<file path="config.mk">
export PLATFORM = sky130hd
export DESIGN_NAME = dbsr_bus_strobe_reset
export DESIGN_NICKNAME = d
export VERILOG_FILES = /design/src/dbsr_bus_strobe_reset.v
export VERILOG_INCLUDE_DIRS = /design/src
export SDC_FILE = /design/constraint.sdc
export NUM_CORES = 1
export LEC_CHECK = 0
export BUFFER_PORTS_ARGS = -buffer_cell sky130_fd_sc_hd__buf_2
export CORE_MARGIN = 2
export CORE_UTILIZATION = 39
export DETAILED_ROUTE_END_ITERATION = 8
export PLACE_DENSITY = 0.71
export SLEW_MARGIN = 20
export SYNTH_ARGS = -nofsm -noshare
export SYNTH_HDL_FRONTEND = slang
export SYNTH_SLANG_ARGS = --single-unit
</file>
<file path="constraint.sdc">
create_clock -name core_clk_i -period 2.5 [get_ports core_clk_i]
set_input_delay 0.25 -clock core_clk_i [delete_from_list [all_inputs] [get_ports core_clk_i]]
set_output_delay 0.25 -clock core_clk_i [all_outputs]
set_load 0.01 [all_outputs]
</file>
<file path="src/dbsr_map.vh">
// Constants for the bus strobe and reset control block
`ifndef DBSR_MAP_VH
`define DBSR_MAP_VH

// ----------------------------------------
// Widths
// ----------------------------------------
`define DBSR_ADDR_W        16
`define DBSR_DATA_W        16
`define DBSR_PORT_W        3

// ----------------------------------------
// Reset values and timing counts
// ----------------------------------------
`define DBSR_ADDR_RST      16'h0000
`define DBSR_DATA_RST      16'h0000
`define DBSR_RST_MIN_CYC   5
`define DBSR_RESUME_CYC    1

// ----------------------------------------
// Request codes on the user side
// ----------------------------------------
`define DBSR_REQ_NONE      3'h0
`define DBSR_REQ_FETCH     3'h1
`define DBSR_REQ_MEM_WR    3'h2
`define DBSR_REQ_PORT_RD   3'h3
`define DBSR_REQ_PORT_WR   3'h4

// ----------------------------------------
// Phase states
// ----------------------------------------
`define DBSR_ST_RESET      2'h0
`define DBSR_ST_CLEAR      2'h1
`define DBSR_ST_RESUME     2'h2
`define DBSR_ST_RUN        2'h3

`endif

</file>
<file path="src/dbsr_bus_strobe_reset.v">
// External bus strobe generator and reset sequencer
//
// Contract
// - During reset, all four strobes are high and the data bus is released.
// - After reset falls, address and program counter clear on the fifth clock edge.
// - After reset release, execution resumes from address zero on the fourth clock edge.
// - Reset passes a synchroniser; response latency may vary by one cycle.
// - At most one strobe is asserted in any cycle.
// - A write hit by reset may carry a corrupted address.
// - Address stays stable while any strobe returns high.
// - Data bus is driven only while a write strobe is low.
// - Port cycles put the port number on low three lines, others low.
`timescale 1ns/1ns
`include "dbsr_map.vh"

module dbsr_bus_strobe_reset #(
    parameter ADDR_W = `DBSR_ADDR_W,
    parameter DATA_W = `DBSR_DATA_W
) (
    input  wire              core_clk_i,
    input  wire              rst_n_i,
    input  wire              reset_in_n_i,
    input  wire              int_in_n_i,
    input  wire              branch_test_in_n_i,
    input  wire [2:0]        req_i,
    input  wire [ADDR_W-1:0] req_addr_i,
    input  wire [2:0]        port_select_i,
    input  wire [DATA_W-1:0] wr_data_i,
    input  wire [DATA_W-1:0] data_bus_i,
    output wire              req_ready_o,
    output reg  [DATA_W-1:0] rd_data_o,
    output reg               rd_valid_o,
    output reg  [ADDR_W-1:0] prog_counter_o,
    output wire              core_run_o,
    output reg               int_sample_n_o,
    output reg               branch_test_sample_n_o,
    output reg  [ADDR_W-1:0] address_outputs_o,
    output reg               mem_read_strobe_n_o,
    output reg               port_read_strobe_n_o,
    output reg               mem_write_strobe_n_o,
    output reg               port_write_strobe_n_o,
    output reg  [DATA_W-1:0] data_bus_o,
    output reg               data_bus_oe_o,
    output reg               cycle_clock_out_o
);

// ----------------------------------------
// Input synchronisers
// ----------------------------------------
// First stages feed only second stages; reset edge phase shifts latency by a cycle.
reg       rs_meta_reg;
reg       rs_sync_reg;
reg       int_meta_reg;
reg       int_sync_reg;
reg       bio_meta_reg;
reg       bio_sync_reg;

always @(posedge core_clk_i or negedge rst_n_i) begin
    if (!rst_n_i) begin
        rs_meta_reg  <= 1'b0;
        rs_sync_reg  <= 1'b0;
        int_meta_reg <= 1'b1;
        int_sync_reg <= 1'b1;
        bio_meta_reg <= 1'b1;
        bio_sync_reg <= 1'b1;
    end else begin
        rs_meta_reg  <= reset_in_n_i;
        rs_sync_reg  <= rs_meta_reg;
        int_meta_reg <= int_in_n_i;
        int_sync_reg <= int_meta_reg;
        bio_meta_reg <= branch_test_in_n_i;
        bio_sync_reg <= bio_meta_reg;
    end
end

// ----------------------------------------
// Reset sequencer
// ----------------------------------------
localparam [1:0] ST_RESET  = `DBSR_ST_RESET;
localparam [1:0] ST_CLEAR  = `DBSR_ST_CLEAR;
localparam [1:0] ST_RESUME = `DBSR_ST_RESUME;
localparam [1:0] ST_RUN    = `DBSR_ST_RUN;

reg [1:0] state_reg;
reg [1:0] state_next;

always @* begin
    state_next = state_reg;
    case (state_reg)
        ST_RESET:  state_next = ST_CLEAR;
        ST_CLEAR:  if (rs_sync_reg) state_next = ST_RESUME;
        ST_RESUME: state_next = ST_RUN;
        ST_RUN:    state_next = state_reg;
        default:   state_next = ST_RESET;
    endcase
    if (!rs_sync_reg && state_reg != ST_RESET && state_reg != ST_CLEAR)
        state_next = ST_RESET;
end

always @(posedge core_clk_i or negedge rst_n_i) begin
    if (!rst_n_i)
        state_reg <= ST_RESET;
    else
        state_reg <= state_next;
end

assign core_run_o  = (state_reg == ST_RUN);
assign req_ready_o = core_run_o && rs_sync_reg;

// ----------------------------------------
// Bus cycle engine
// ----------------------------------------
// Each accepted request owns the bus for two cycles, so strobes never overlap.
reg [2:0] req_reg;
reg       phase_reg;

always @(posedge core_clk_i or negedge rst_n_i) begin
    if (!rst_n_i) begin
        req_reg               <= `DBSR_REQ_NONE;
        phase_reg             <= 1'b0;
        prog_counter_o        <= `DBSR_ADDR_RST;
        address_outputs_o     <= `DBSR_ADDR_RST;
        mem_read_strobe_n_o   <= 1'b1;
        port_read_strobe_n_o  <= 1'b1;
        mem_write_strobe_n_o  <= 1'b1;
        port_write_strobe_n_o <= 1'b1;
        data_bus_o            <= `DBSR_DATA_RST;
        data_bus_oe_o         <= 1'b0;
        rd_data_o             <= `DBSR_DATA_RST;
        rd_valid_o            <= 1'b0;
    end else begin
        rd_valid_o             <= 1'b0;
        if (!rs_sync_reg || state_reg != ST_RUN) begin
            // Strobes high and bus released at once; a write cut short may
            // leave a bad address on the far side.
            mem_read_strobe_n_o   <= 1'b1;
            port_read_strobe_n_o  <= 1'b1;
            mem_write_strobe_n_o  <= 1'b1;
            port_write_strobe_n_o <= 1'b1;
            data_bus_oe_o         <= 1'b0;
            req_reg               <= `DBSR_REQ_NONE;
            phase_reg             <= 1'b0;
            if (state_reg == ST_CLEAR) begin
                address_outputs_o <= `DBSR_ADDR_RST;
                prog_counter_o    <= `DBSR_ADDR_RST;
            end
        end else if (phase_reg) begin
            // Strobe returns high while address is held unchanged.
            // The far side answers our own registered strobes, so the bus
            // is in this domain; a synchroniser here would return stale data.
            if (!mem_read_strobe_n_o || !port_read_strobe_n_o) begin
                rd_data_o  <= data_bus_i;
                rd_valid_o <= 1'b1;
            end
            mem_read_strobe_n_o   <= 1'b1;
            port_read_strobe_n_o  <= 1'b1;
            mem_write_strobe_n_o  <= 1'b1;
            port_write_strobe_n_o <= 1'b1;
            data_bus_oe_o         <= 1'b0;
            if (req_reg == `DBSR_REQ_FETCH)
                prog_counter_o <= prog_counter_o + {{(ADDR_W-1){1'b0}}, 1'b1};
            phase_reg <= 1'b0;
            req_reg   <= `DBSR_REQ_NONE;
        end else if (req_i != `DBSR_REQ_NONE) begin
            req_reg   <= req_i;
            phase_reg <= 1'b1;
            case (req_i)
                `DBSR_REQ_FETCH: begin
                    address_outputs_o   <= prog_counter_o;
                    mem_read_strobe_n_o <= 1'b0;
                end
                `DBSR_REQ_MEM_WR: begin
                    address_outputs_o    <= req_addr_i;
                    mem_write_strobe_n_o <= 1'b0;
                    data_bus_o           <= wr_data_i;
                    data_bus_oe_o        <= 1'b1;
                end
                `DBSR_REQ_PORT_RD: begin
                    address_outputs_o    <= {{(ADDR_W-3){1'b0}}, port_select_i};
                    port_read_strobe_n_o <= 1'b0;
                end
                `DBSR_REQ_PORT_WR: begin
                    address_outputs_o     <= {{(ADDR_W-3){1'b0}}, port_select_i};
                    port_write_strobe_n_o <= 1'b0;
                    data_bus_o            <= wr_data_i;
                    data_bus_oe_o         <= 1'b1;
                end
                default: begin
                    req_reg   <= `DBSR_REQ_NONE;
                    phase_reg <= 1'b0;
                end
            endcase
        end
    end
end

// ----------------------------------------
// Pin sample outputs
// ----------------------------------------
// Sampled copies trail the pins by three edges; a pulse shorter than
// one period may be missed, so the far side must hold the pin longer.
always @(posedge core_clk_i or negedge rst_n_i) begin
    if (!rst_n_i) begin
        int_sample_n_o         <= 1'b1;
        branch_test_sample_n_o <= 1'b1;
    end else begin
        int_sample_n_o         <= int_sync_reg;
        branch_test_sample_n_o <= bio_sync_reg;
    end
end

// ----------------------------------------
// Cycle clock output
// ----------------------------------------
// Registered toggle at half the core rate, so the pin never glitches
always @(posedge core_clk_i or negedge rst_n_i) begin
    if (!rst_n_i)
        cycle_clock_out_o <= 1'b0;
    else
        cycle_clock_out_o <= ~cycle_clock_out_o;
end

endmodule

</file>
==> impl_metrics.tcl, run 1 <==
set metrics [dict create \
    status "completed" \
    fin_worst_skew_ns 0.0161 \
    maxSlewViolCount 0 \
    fin_crit_ns 2.15 \
    hold_viol 0 \
    overflow 0 \
    cp-start-kind "register" \
    path_clk_slew_ns 0.09 \
    core_area_um2 9200 \
    die-height_um 101 \
    synth_edf_count 0 \
    detail-route-antenna-nets 0 \
    multi_input_area_um2 1410 \
    avgSynthCellArea_um2 11.8 \
    cts_buffer_depth 2 \
    initial_core_util 0.401 \
    final_util 0.511 \
    min_from "wr_data_i[10]" \
    numPlacedInstances 544 \
    fmax_mhz 465 \
    grt_pass1_wl_mm 13.6 \
    io_buffer_count 133 \
    cts_root_buf "clkbuf_8" \
    wl_per_cell_um 15.6 \
    r2r_end "prog_counter_o[10]" \
    drc_errors 0 \
    p_leak_uw 0.00228 \
    synth_warnings 0 \
    period_share 0.860 \
    wirelength_mm 8.78 \
    timing.max_cap.violations 0 \
    syn_inst 312 \
    regArea_um2 2140 \
    synthTopCellsByArea "dfrtp_1 (51%), mux2_2 (9.8%), dfstp_2 (7.1%)" \
    cp_max_fo 10 \
    htree_num_levels 3 \
    relSlewSlack 0.402 \
    cts_made_buffers 9 \
    hold_class "input pin to register" \
    rows 35 \
    placed_cell_area_um2 4470 \
    fp.dieW_um 101 \
    rsz0062_at_grt "no" \
    syn_nets 375 \
    yosys.area.top_type_share 0.509 \
    synthesis.area_um2 3690 \
    reg2reg_depth 5 \
    ir_drop_v 0.000458 \
    synth-seq-cells 85 \
    grt_usage 0.168 \
    die-area_um2 10300 \
    first_global_vias 2786 \
    area_growth_pct 27.3 \
    cts_setup_buffers 0 \
    clock-sinks 85 \
    cp-end-kind "register" \
    whs_path_depth 2 \
    power_density_nw_per_um2 755 \
    avgViaCountPerCell 5.18 \
    async_flop_share 1.00 \
    drt-pass1-iter-count 4 \
    seq_area_frac_synth 0.580 \
    rrSetupSlack_ns 0.35 \
    diodes 0 \
    synth_flop_cell "dfrtp_1" \
    nNetsFinal 511 \
    dpl.hpwl_mm 6.33 \
    r2r_start "state_reg[1]" \
    drive_gt1_frac 0.450 \
    grt_max_degree 46 \
    yosysTopAreaCell "dfrtp_1" \
    instances_no_fill 564 \
    holdPathEnd "data_bus_o[10]" \
    antenna_found_initial 0 \
    holdWs_ns 0.125 \
    stdcell_area_um2 4700 \
    worst_slew_pin_slew_ns 0.894 \
    finalWeightedCongestion 0.862 \
    finalSetupTns_ns 0 \
    fill_cells 849 \
    io_pins 134 \
    ctsResizeCount 0 \
    path_class "register to register" \
    ys_types 45 \
    cts_tree "built" \
    arrival_ns 2.42 \
    clk-insertion-delay-late_ns 0.35 \
    detail_route.iter0.violations 136 \
    via_count 2921 \
    setup_viol 0 \
    worstPathRequired_ns 2.77 \
]
through the flow:
stage | power (µW) | setup WS (ns)
after CTS | 3580 | 0.396
after floorplan | 2250 | 0.462
final | 3550 | 0.350
after global placement | 2590 | 0.514
after detailed placement | 2630 | 0.407
after global routing | 3740 | 0.162
cells in the final DEF, fill, tap and decap left out, types with 3 or more instances in the layout:
cell type | netlist | layout
buf_2 | 5 | 132
dfrtp_1 | 75 | 75
mux2_2 | 32 | 32
o21ai_0 | 23 | 23
nand3_1 | 21 | 21
nor2_1 | 16 | 16
nand2_1 | 15 | 15
inv_1 | 13 | 13
a32oi_1 | 13 | 13
clkbuf_8 | 0 | 11
a21oi_1 | 10 | 10
dfstp_2 | 10 | 10
xnor2_1 | 8 | 8
nor3_1 | 6 | 6
buf_4 | 4 | 6
mux2i_1 | 5 | 5
or3_1 | 4 | 4
nor4_1 | 4 | 4
ha_1 | 4 | 4
dlygate4sd3_1 | 0 | 4
nand4_1 | 3 | 3
nand2b_1 | 3 | 3
o22ai_1 | 3 | 3
worst max-delay path: stages, from the launching register on:
cell	delay, ns
dfrtp_1	0.42
ha_1	0.40
nand3_2	0.18
or4_4	0.61
or3_1	0.32
a21oi_1	0.15
metal layers:
| layer | GRT usage | wire length (µm) | vias to the layer above |
|---|---|---|---|
| li1 | - | - | 1391 |
| met1 | 0.222 | 3770 | 1425 |
| met2 | 0.273 | 4340 | 92 |
| met3 | 0.0338 | 499 | 13 |
| met4 | 0.0634 | 163 | 0 |
| met5 | 0 | 0 | - |
layout make-up:
type,count,share of cell area
flip-flops and latches,85,0.455
clock inverters,5,0.00879
multi-input cells,196,0.301
inverters,13,0.0104
well taps,111,0.0296
repair buffers,143,0.163
clock buffers,11,0.0322
cells by family after synthesis:
family | count (synthesis) | share of synthesized area
adder cells (fa/ha/maj) | 4 | 0.0136
XOR/XNOR | 8 | 0.0190
multiplexers | 37 | 0.111
AND/OR/NAND/NOR | 87 | 0.135
buffers and inverters | 31 | 0.0373
AO/OA/AOI/OAI | 60 | 0.104
flip-flops | 85 | 0.580
cell usage after synthesis, types with 2 or more instances:
| master | n |
|---|---|
| nor3_1 | 6 |
| nand2_1 | 15 |
| inv_1 | 13 |
| nor2_1 | 16 |
| mux2i_1 | 5 |
| nand2b_1 | 3 |
| buf_1 | 2 |
| o21ai_0 | 23 |
| nor4_1 | 4 |
| ha_1 | 4 |
| clkbuf_1 | 7 |
| nand4_1 | 3 |
| o22ai_1 | 3 |
| nand3_1 | 21 |
| a32oi_1 | 13 |
| buf_2 | 5 |
| dfrtp_1 | 75 |
| o31ai_1 | 2 |
| a21oi_1 | 10 |
| mux2_2 | 32 |
| buf_4 | 4 |
| xnor2_1 | 8 |
| dfstp_2 | 10 |
| or3_1 | 4 |
| and4_1 | 2 |
| a21o_1 | 2 |
| nand3b_1 | 2 |
worst max path at each step:
stage | startpoint | slack [ns] | to | cells past startpoint
after detailed placement | state_reg[1] | 0.41 | prog_counter_o[15] | 5
after global placement | state_reg[1] | 0.51 | prog_counter_o[10] | 5
after global routing | state_reg[1] | 0.16 | prog_counter_o[15] | 5
after floorplan | state_reg[1] | 0.46 | data_bus_o[10] | 6
final | state_reg[1] | 0.35 | prog_counter_o[10] | 5
after CTS | state_reg[1] | 0.40 | prog_counter_o[10] | 5
timing repair:
| action | CTS | global route |
|---|---|---|
| endpoints found under the hold margin | 37 | 0 |
| hold buffers | 4 | 0 |
| setup endpoints to repair | 0 | 0 |
power by group:
part           switching (µW)  internal (µW)
logic                     526            394
registers                 112           1580
clock network             509            424
Note: power is estimated with default switching activity, not from simulation.
==> inputs of run 2 (changes only) <==
--- a/config.mk
+++ b/config.mk
@@ -8,9 +8,9 @@
 export LEC_CHECK = 0
 export BUFFER_PORTS_ARGS = -buffer_cell sky130_fd_sc_hd__buf_2
 export CORE_MARGIN = 2
-export CORE_UTILIZATION = 39
+export CORE_UTILIZATION = 49
 export DETAILED_ROUTE_END_ITERATION = 8
-export PLACE_DENSITY = 0.71
+export PLACE_DENSITY = 0.85
 export SLEW_MARGIN = 20
 export SYNTH_ARGS = -nofsm -noshare
 export SYNTH_HDL_FRONTEND = slang
==> impl_metrics.tcl, run 2 (same netlist as run 1, synthesis figures left out) <==
set metrics [dict create \
    reg2reg_depth 5 \
    fmax_mhz 466 \
    timing.max_cap.violations 0 \
    r2r_end "prog_counter_o[15]" \
    nNetsFinal 512 \
    final_common_cell "buf_2" \
    maxSlewViolCount 0 \
    drive_gt1_frac 0.452 \
    fill_cells 586 \
    die-area_um2 8240 \
    rrSetupSlack_ns 0.35 \
    dpl.hpwl_mm 6.79 \
    hold_viol 0 \
    grt_max_degree 42 \
    rows 31 \
    fp.dieW_um 90.8 \
    finalWeightedCongestion 0.840 \
    wirelength_mm 9.22 \
    cp_cell_sequence "ha_1 > nand4_1 > nor4_2 > and4_1 > mux2i_1" \
    cts_made_buffers 9 \
    relSlewSlack 0.413 \
    io_pins 134 \
    finalSetupTns_ns 0 \
    path_class "register to register" \
    grt_pass1_wl_mm 15.3 \
    via_count 2992 \
    area_growth_pct 27.8 \
    layout_setup_ws_ns 0.352 \
    multi_input_area_um2 1410 \
    htree_num_levels 3 \
    drt-pass1-iter-count 4 \
    detail_route.iter0.violations 179 \
    io_buffer_count 133 \
    cts_buffer_depth 2 \
    initial_core_util 0.509 \
    drc_errors 0 \
    ir_drop_v 0.000549 \
    power_density_nw_per_um2 790 \
    period_share 0.859 \
    path_clk_slew_ns 0.09 \
    rsz0062_at_grt "no" \
    fin_crit_ns 2.15 \
    cp-end-kind "register" \
    worstPathRequired_ns 2.77 \
    diodes 0 \
    path_depth 5 \
    clk-insertion-delay-late_ns 0.35 \
    grt_usage 0.232 \
    worst-path-buf-inv 0 \
    layout_common_cells "buf_2 (132), dfrtp_1 (75), mux2_2 (32)" \
    worst_slew_pin_slew_ns 0.878 \
    arrival_ns 2.42 \
    die-height_um 90.8 \
    avgViaCountPerCell 5.41 \
    overflow 0 \
    clock-sinks 85 \
    startpoint "state_reg[1]" \
    wl_per_cell_um 16.7 \
    core_area_um2 7250 \
    endpoint "prog_counter_o[15]" \
    antenna_found_initial 0 \
    r2r_start "state_reg[1]" \
    regArea_um2 2140 \
    slowest_delay_ns 0.58 \
    critPathSlowestCell "nor4_2" \
    cts_tree "built" \
    hold_class "input pin to register" \
    first_global_vias 3044 \
    fin_worst_skew_ns 0.00897 \
    detail-route-antenna-nets 0 \
    cp_max_fo 10 \
    path_delay_family "simple AND/OR/NAND/NOR gates" \
    place_ws_ns 0.404 \
    p_leak_uw 0.00230 \
    status "completed" \
    setup_viol 0 \
    cts_root_buf "clkbuf_8" \
    cp-start-kind "register" \
]
-- run 2: worst min path at each step --
stage / from / to / slack, ns / depth (start not counted)
after floorplan: rst_n_i / address_outputs_o[0] / -0.05 / 0
after global placement: rst_n_i / prog_counter_o[11] / 0.25 / 1
after detailed placement: rst_n_i / prog_counter_o[11] / 0.26 / 1
after CTS: data_bus_i[14] / rd_data_o[14] / 0.11 / 2
after global routing: data_bus_i[14] / rd_data_o[14] / 0.10 / 2
final: data_bus_i[14] / rd_data_o[14] / 0.12 / 2
-- run 2: metal layers --
metal | track usage | up-vias | part of all wire | wire length [µm]
met4 | 0.0657 | 0 | 0.011 | 97
met1 | 0.283 | 1448 | 0.40 | 3660
met2 | 0.404 | 137 | 0.51 | 4660
met5 | 0 | - | 0 | 0
met3 | 0.0659 | 7 | 0.087 | 803
li1 | - | 1400 | - | -
-- run 2: what timing repair did --
item	4_1_cts	5_1_grt
resized for setup	0	0
setup buffers	0	0
hold buffers	4	0
endpoints found under the hold margin	32	0
-- run 2: final cells by class --
class                   instances  share of cell area
inverters                      13              0.0104
clock inverters                 7              0.0223
clock buffers                   9              0.0263
flip-flops and latches         85               0.454
well taps                      99              0.0263
multi-input cells             196               0.300
repair buffers                144               0.161
-- run 2: metrics by stage --
step                      power [µW]  cell area [µm²]  instances  hold WS [ns]  utilization
after global placement          2560             4450        533         0.246        0.613
final                           3720             4710        553         0.122        0.650
after CTS                       3750             4710        553         0.113        0.650
after detailed placement        2630             4450        533         0.256        0.613
after global routing            3920             4710        553         0.103        0.650
after floorplan                 2250             3690        312       -0.0456            -
-- run 2: where the power goes --
group	switching [µW]	leakage (µW)	internal, µW	total (µW)
Combinational	533	0.00111	382	915
Sequential	120	0.00107	1580	1700
Clock	528	0.000113	580	1110
==> inputs of run 3 (changes only) <==
--- a/config.mk
+++ b/config.mk
@@ -11,6 +11,7 @@
 export CORE_UTILIZATION = 49
 export DETAILED_ROUTE_END_ITERATION = 8
 export PLACE_DENSITY = 0.85
+export REMOVE_ABC_BUFFERS = 1
 export SLEW_MARGIN = 20
 export SYNTH_ARGS = -nofsm -noshare
 export SYNTH_HDL_FRONTEND = slang
==> impl_metrics.tcl, run 3 (same netlist as run 1, synthesis figures left out) <==
set metrics [dict create \
    initial_core_util 0.509 \
    ctsResizeCount 0 \
    layout_common_cells "buf_2 (132), dfrtp_1 (75), mux2_2 (32)" \
    status "completed" \
    period_share 0.857 \
    grt_max_degree 85 \
    cts_setup_buffers 0 \
    io_buffer_count 133 \
    hold_class "input pin to register" \
    cts_buffer_depth 2 \
    die-height_um 90.8 \
    wirelength_mm 8.76 \
    arrival_ns 2.42 \
    cts_hold_buf 3 \
    ir_drop_v 0.000548 \
    path_clk_slew_ns 0.09 \
    relSlewSlack 0.296 \
    finalWeightedCongestion 0.804 \
    area_growth_pct 27.0 \
    cts_root_buf "clkbuf_8" \
    fill_cells 574 \
    overflow 0 \
    cts_tree "built" \
    setup_viol 0 \
    fp.dieW_um 90.8 \
    detail_route.iter0.violations 183 \
    io_pins 134 \
    whs_path_depth 2 \
    finalSetupTns_ns 0 \
    avgViaCountPerCell 5.37 \
    cp-end-kind "register" \
    core_area_um2 7250 \
    drt-pass1-iter-count 4 \
    worstPathRequired_ns 2.78 \
    rsz0062_at_grt "no" \
    maxSlewViolCount 0 \
    cp-start-kind "register" \
    holdWs_ns 0.117 \
    dpl.hpwl_mm 6.15 \
    nNetsFinal 511 \
    diodes 0 \
    grt_pass1_wl_mm 14.2 \
    first_global_vias 2965 \
    via_count 2965 \
    drc_errors 0 \
    hold_viol 0 \
    worst_slew_pin_slew_ns 1.05 \
    clk-insertion-delay-late_ns 0.35 \
    rows 31 \
    p_leak_uw 0.00228 \
    reg2reg_depth 5 \
    drive_gt1_frac 0.450 \
    fin_crit_ns 2.14 \
    wl_per_cell_um 15.9 \
    cts_made_buffers 9 \
    fin_worst_skew_ns 0.00884 \
    die-area_um2 8240 \
    htree_num_levels 3 \
    grt_usage 0.215 \
    clock-sinks 85 \
    power_density_nw_per_um2 764 \
    timing.max_cap.violations 0 \
    path_class "register to register" \
    multi_input_area_um2 1410 \
    detail-route-antenna-nets 0 \
    final_common_cell "buf_2" \
    fmax_mhz 467 \
    cp_max_fo 10 \
    regArea_um2 2140 \
    antenna_found_initial 0 \
]
-- run 3: layout make-up --
cell class	count	area share
repair buffers	143	0.162
clock inverters	7	0.0171
clock buffers	9	0.0264
well taps	99	0.0264
flip-flops and latches	85	0.457
inverters	13	0.0104
multi-input cells	196	0.301
-- run 3: final timing paths --
check                         startpoint                     to  slack (ns)
hold / removal             data_bus_i[2]           rd_data_o[2]        0.12
min in group asynchronous        rst_n_i  address_outputs_o[10]        0.51
hold reg to reg             int_meta_reg           int_sync_reg        0.36
max in group asynchronous        rst_n_i         int_sample_n_o        1.36
setup reg to reg            state_reg[1]     prog_counter_o[15]        0.36
setup / recovery            state_reg[1]     prog_counter_o[15]        0.36
-- run 3: critical path, cell delays in order (launching register included) --
cell	delay, ns
dfrtp_1	0.42
ha_1	0.39
nand4_1	0.24
nor4_2	0.56
and4_1	0.29
mux2i_1	0.18
-- run 3: per-layer routing --
layer / wire length (µm) / track usage / vias up
met2: 4170 / 0.336 / 138
met4: 134 / 0.0821 / 0
met5: 0 / 0 / -
li1: - / - / 1396
met1: 3700 / 0.282 / 1421
met3: 753 / 0.0684 / 10
-- run 3: report_power, final --
| group | switching, µW | total (µW) | internal (µW) |
|---|---|---|---|
| clock | 515 | 988 | 474 |
| sequential | 114 | 1690 | 1580 |
| combinational | 517 | 897 | 380 |
| total | 1150 | 3580 | 2430 |
-- run 3: per-stage QoR --
stage,util,area [µm²],power (µW),setup slack (ns),cells
after floorplan,-,3600,2210,0.285,294
after global placement,0.612,4440,2560,0.517,532
after detailed placement,0.612,4440,2610,0.400,532
after CTS,0.644,4670,3600,0.388,551
after global routing,0.646,4690,3780,0.235,552
final,0.646,4690,3580,0.357,552
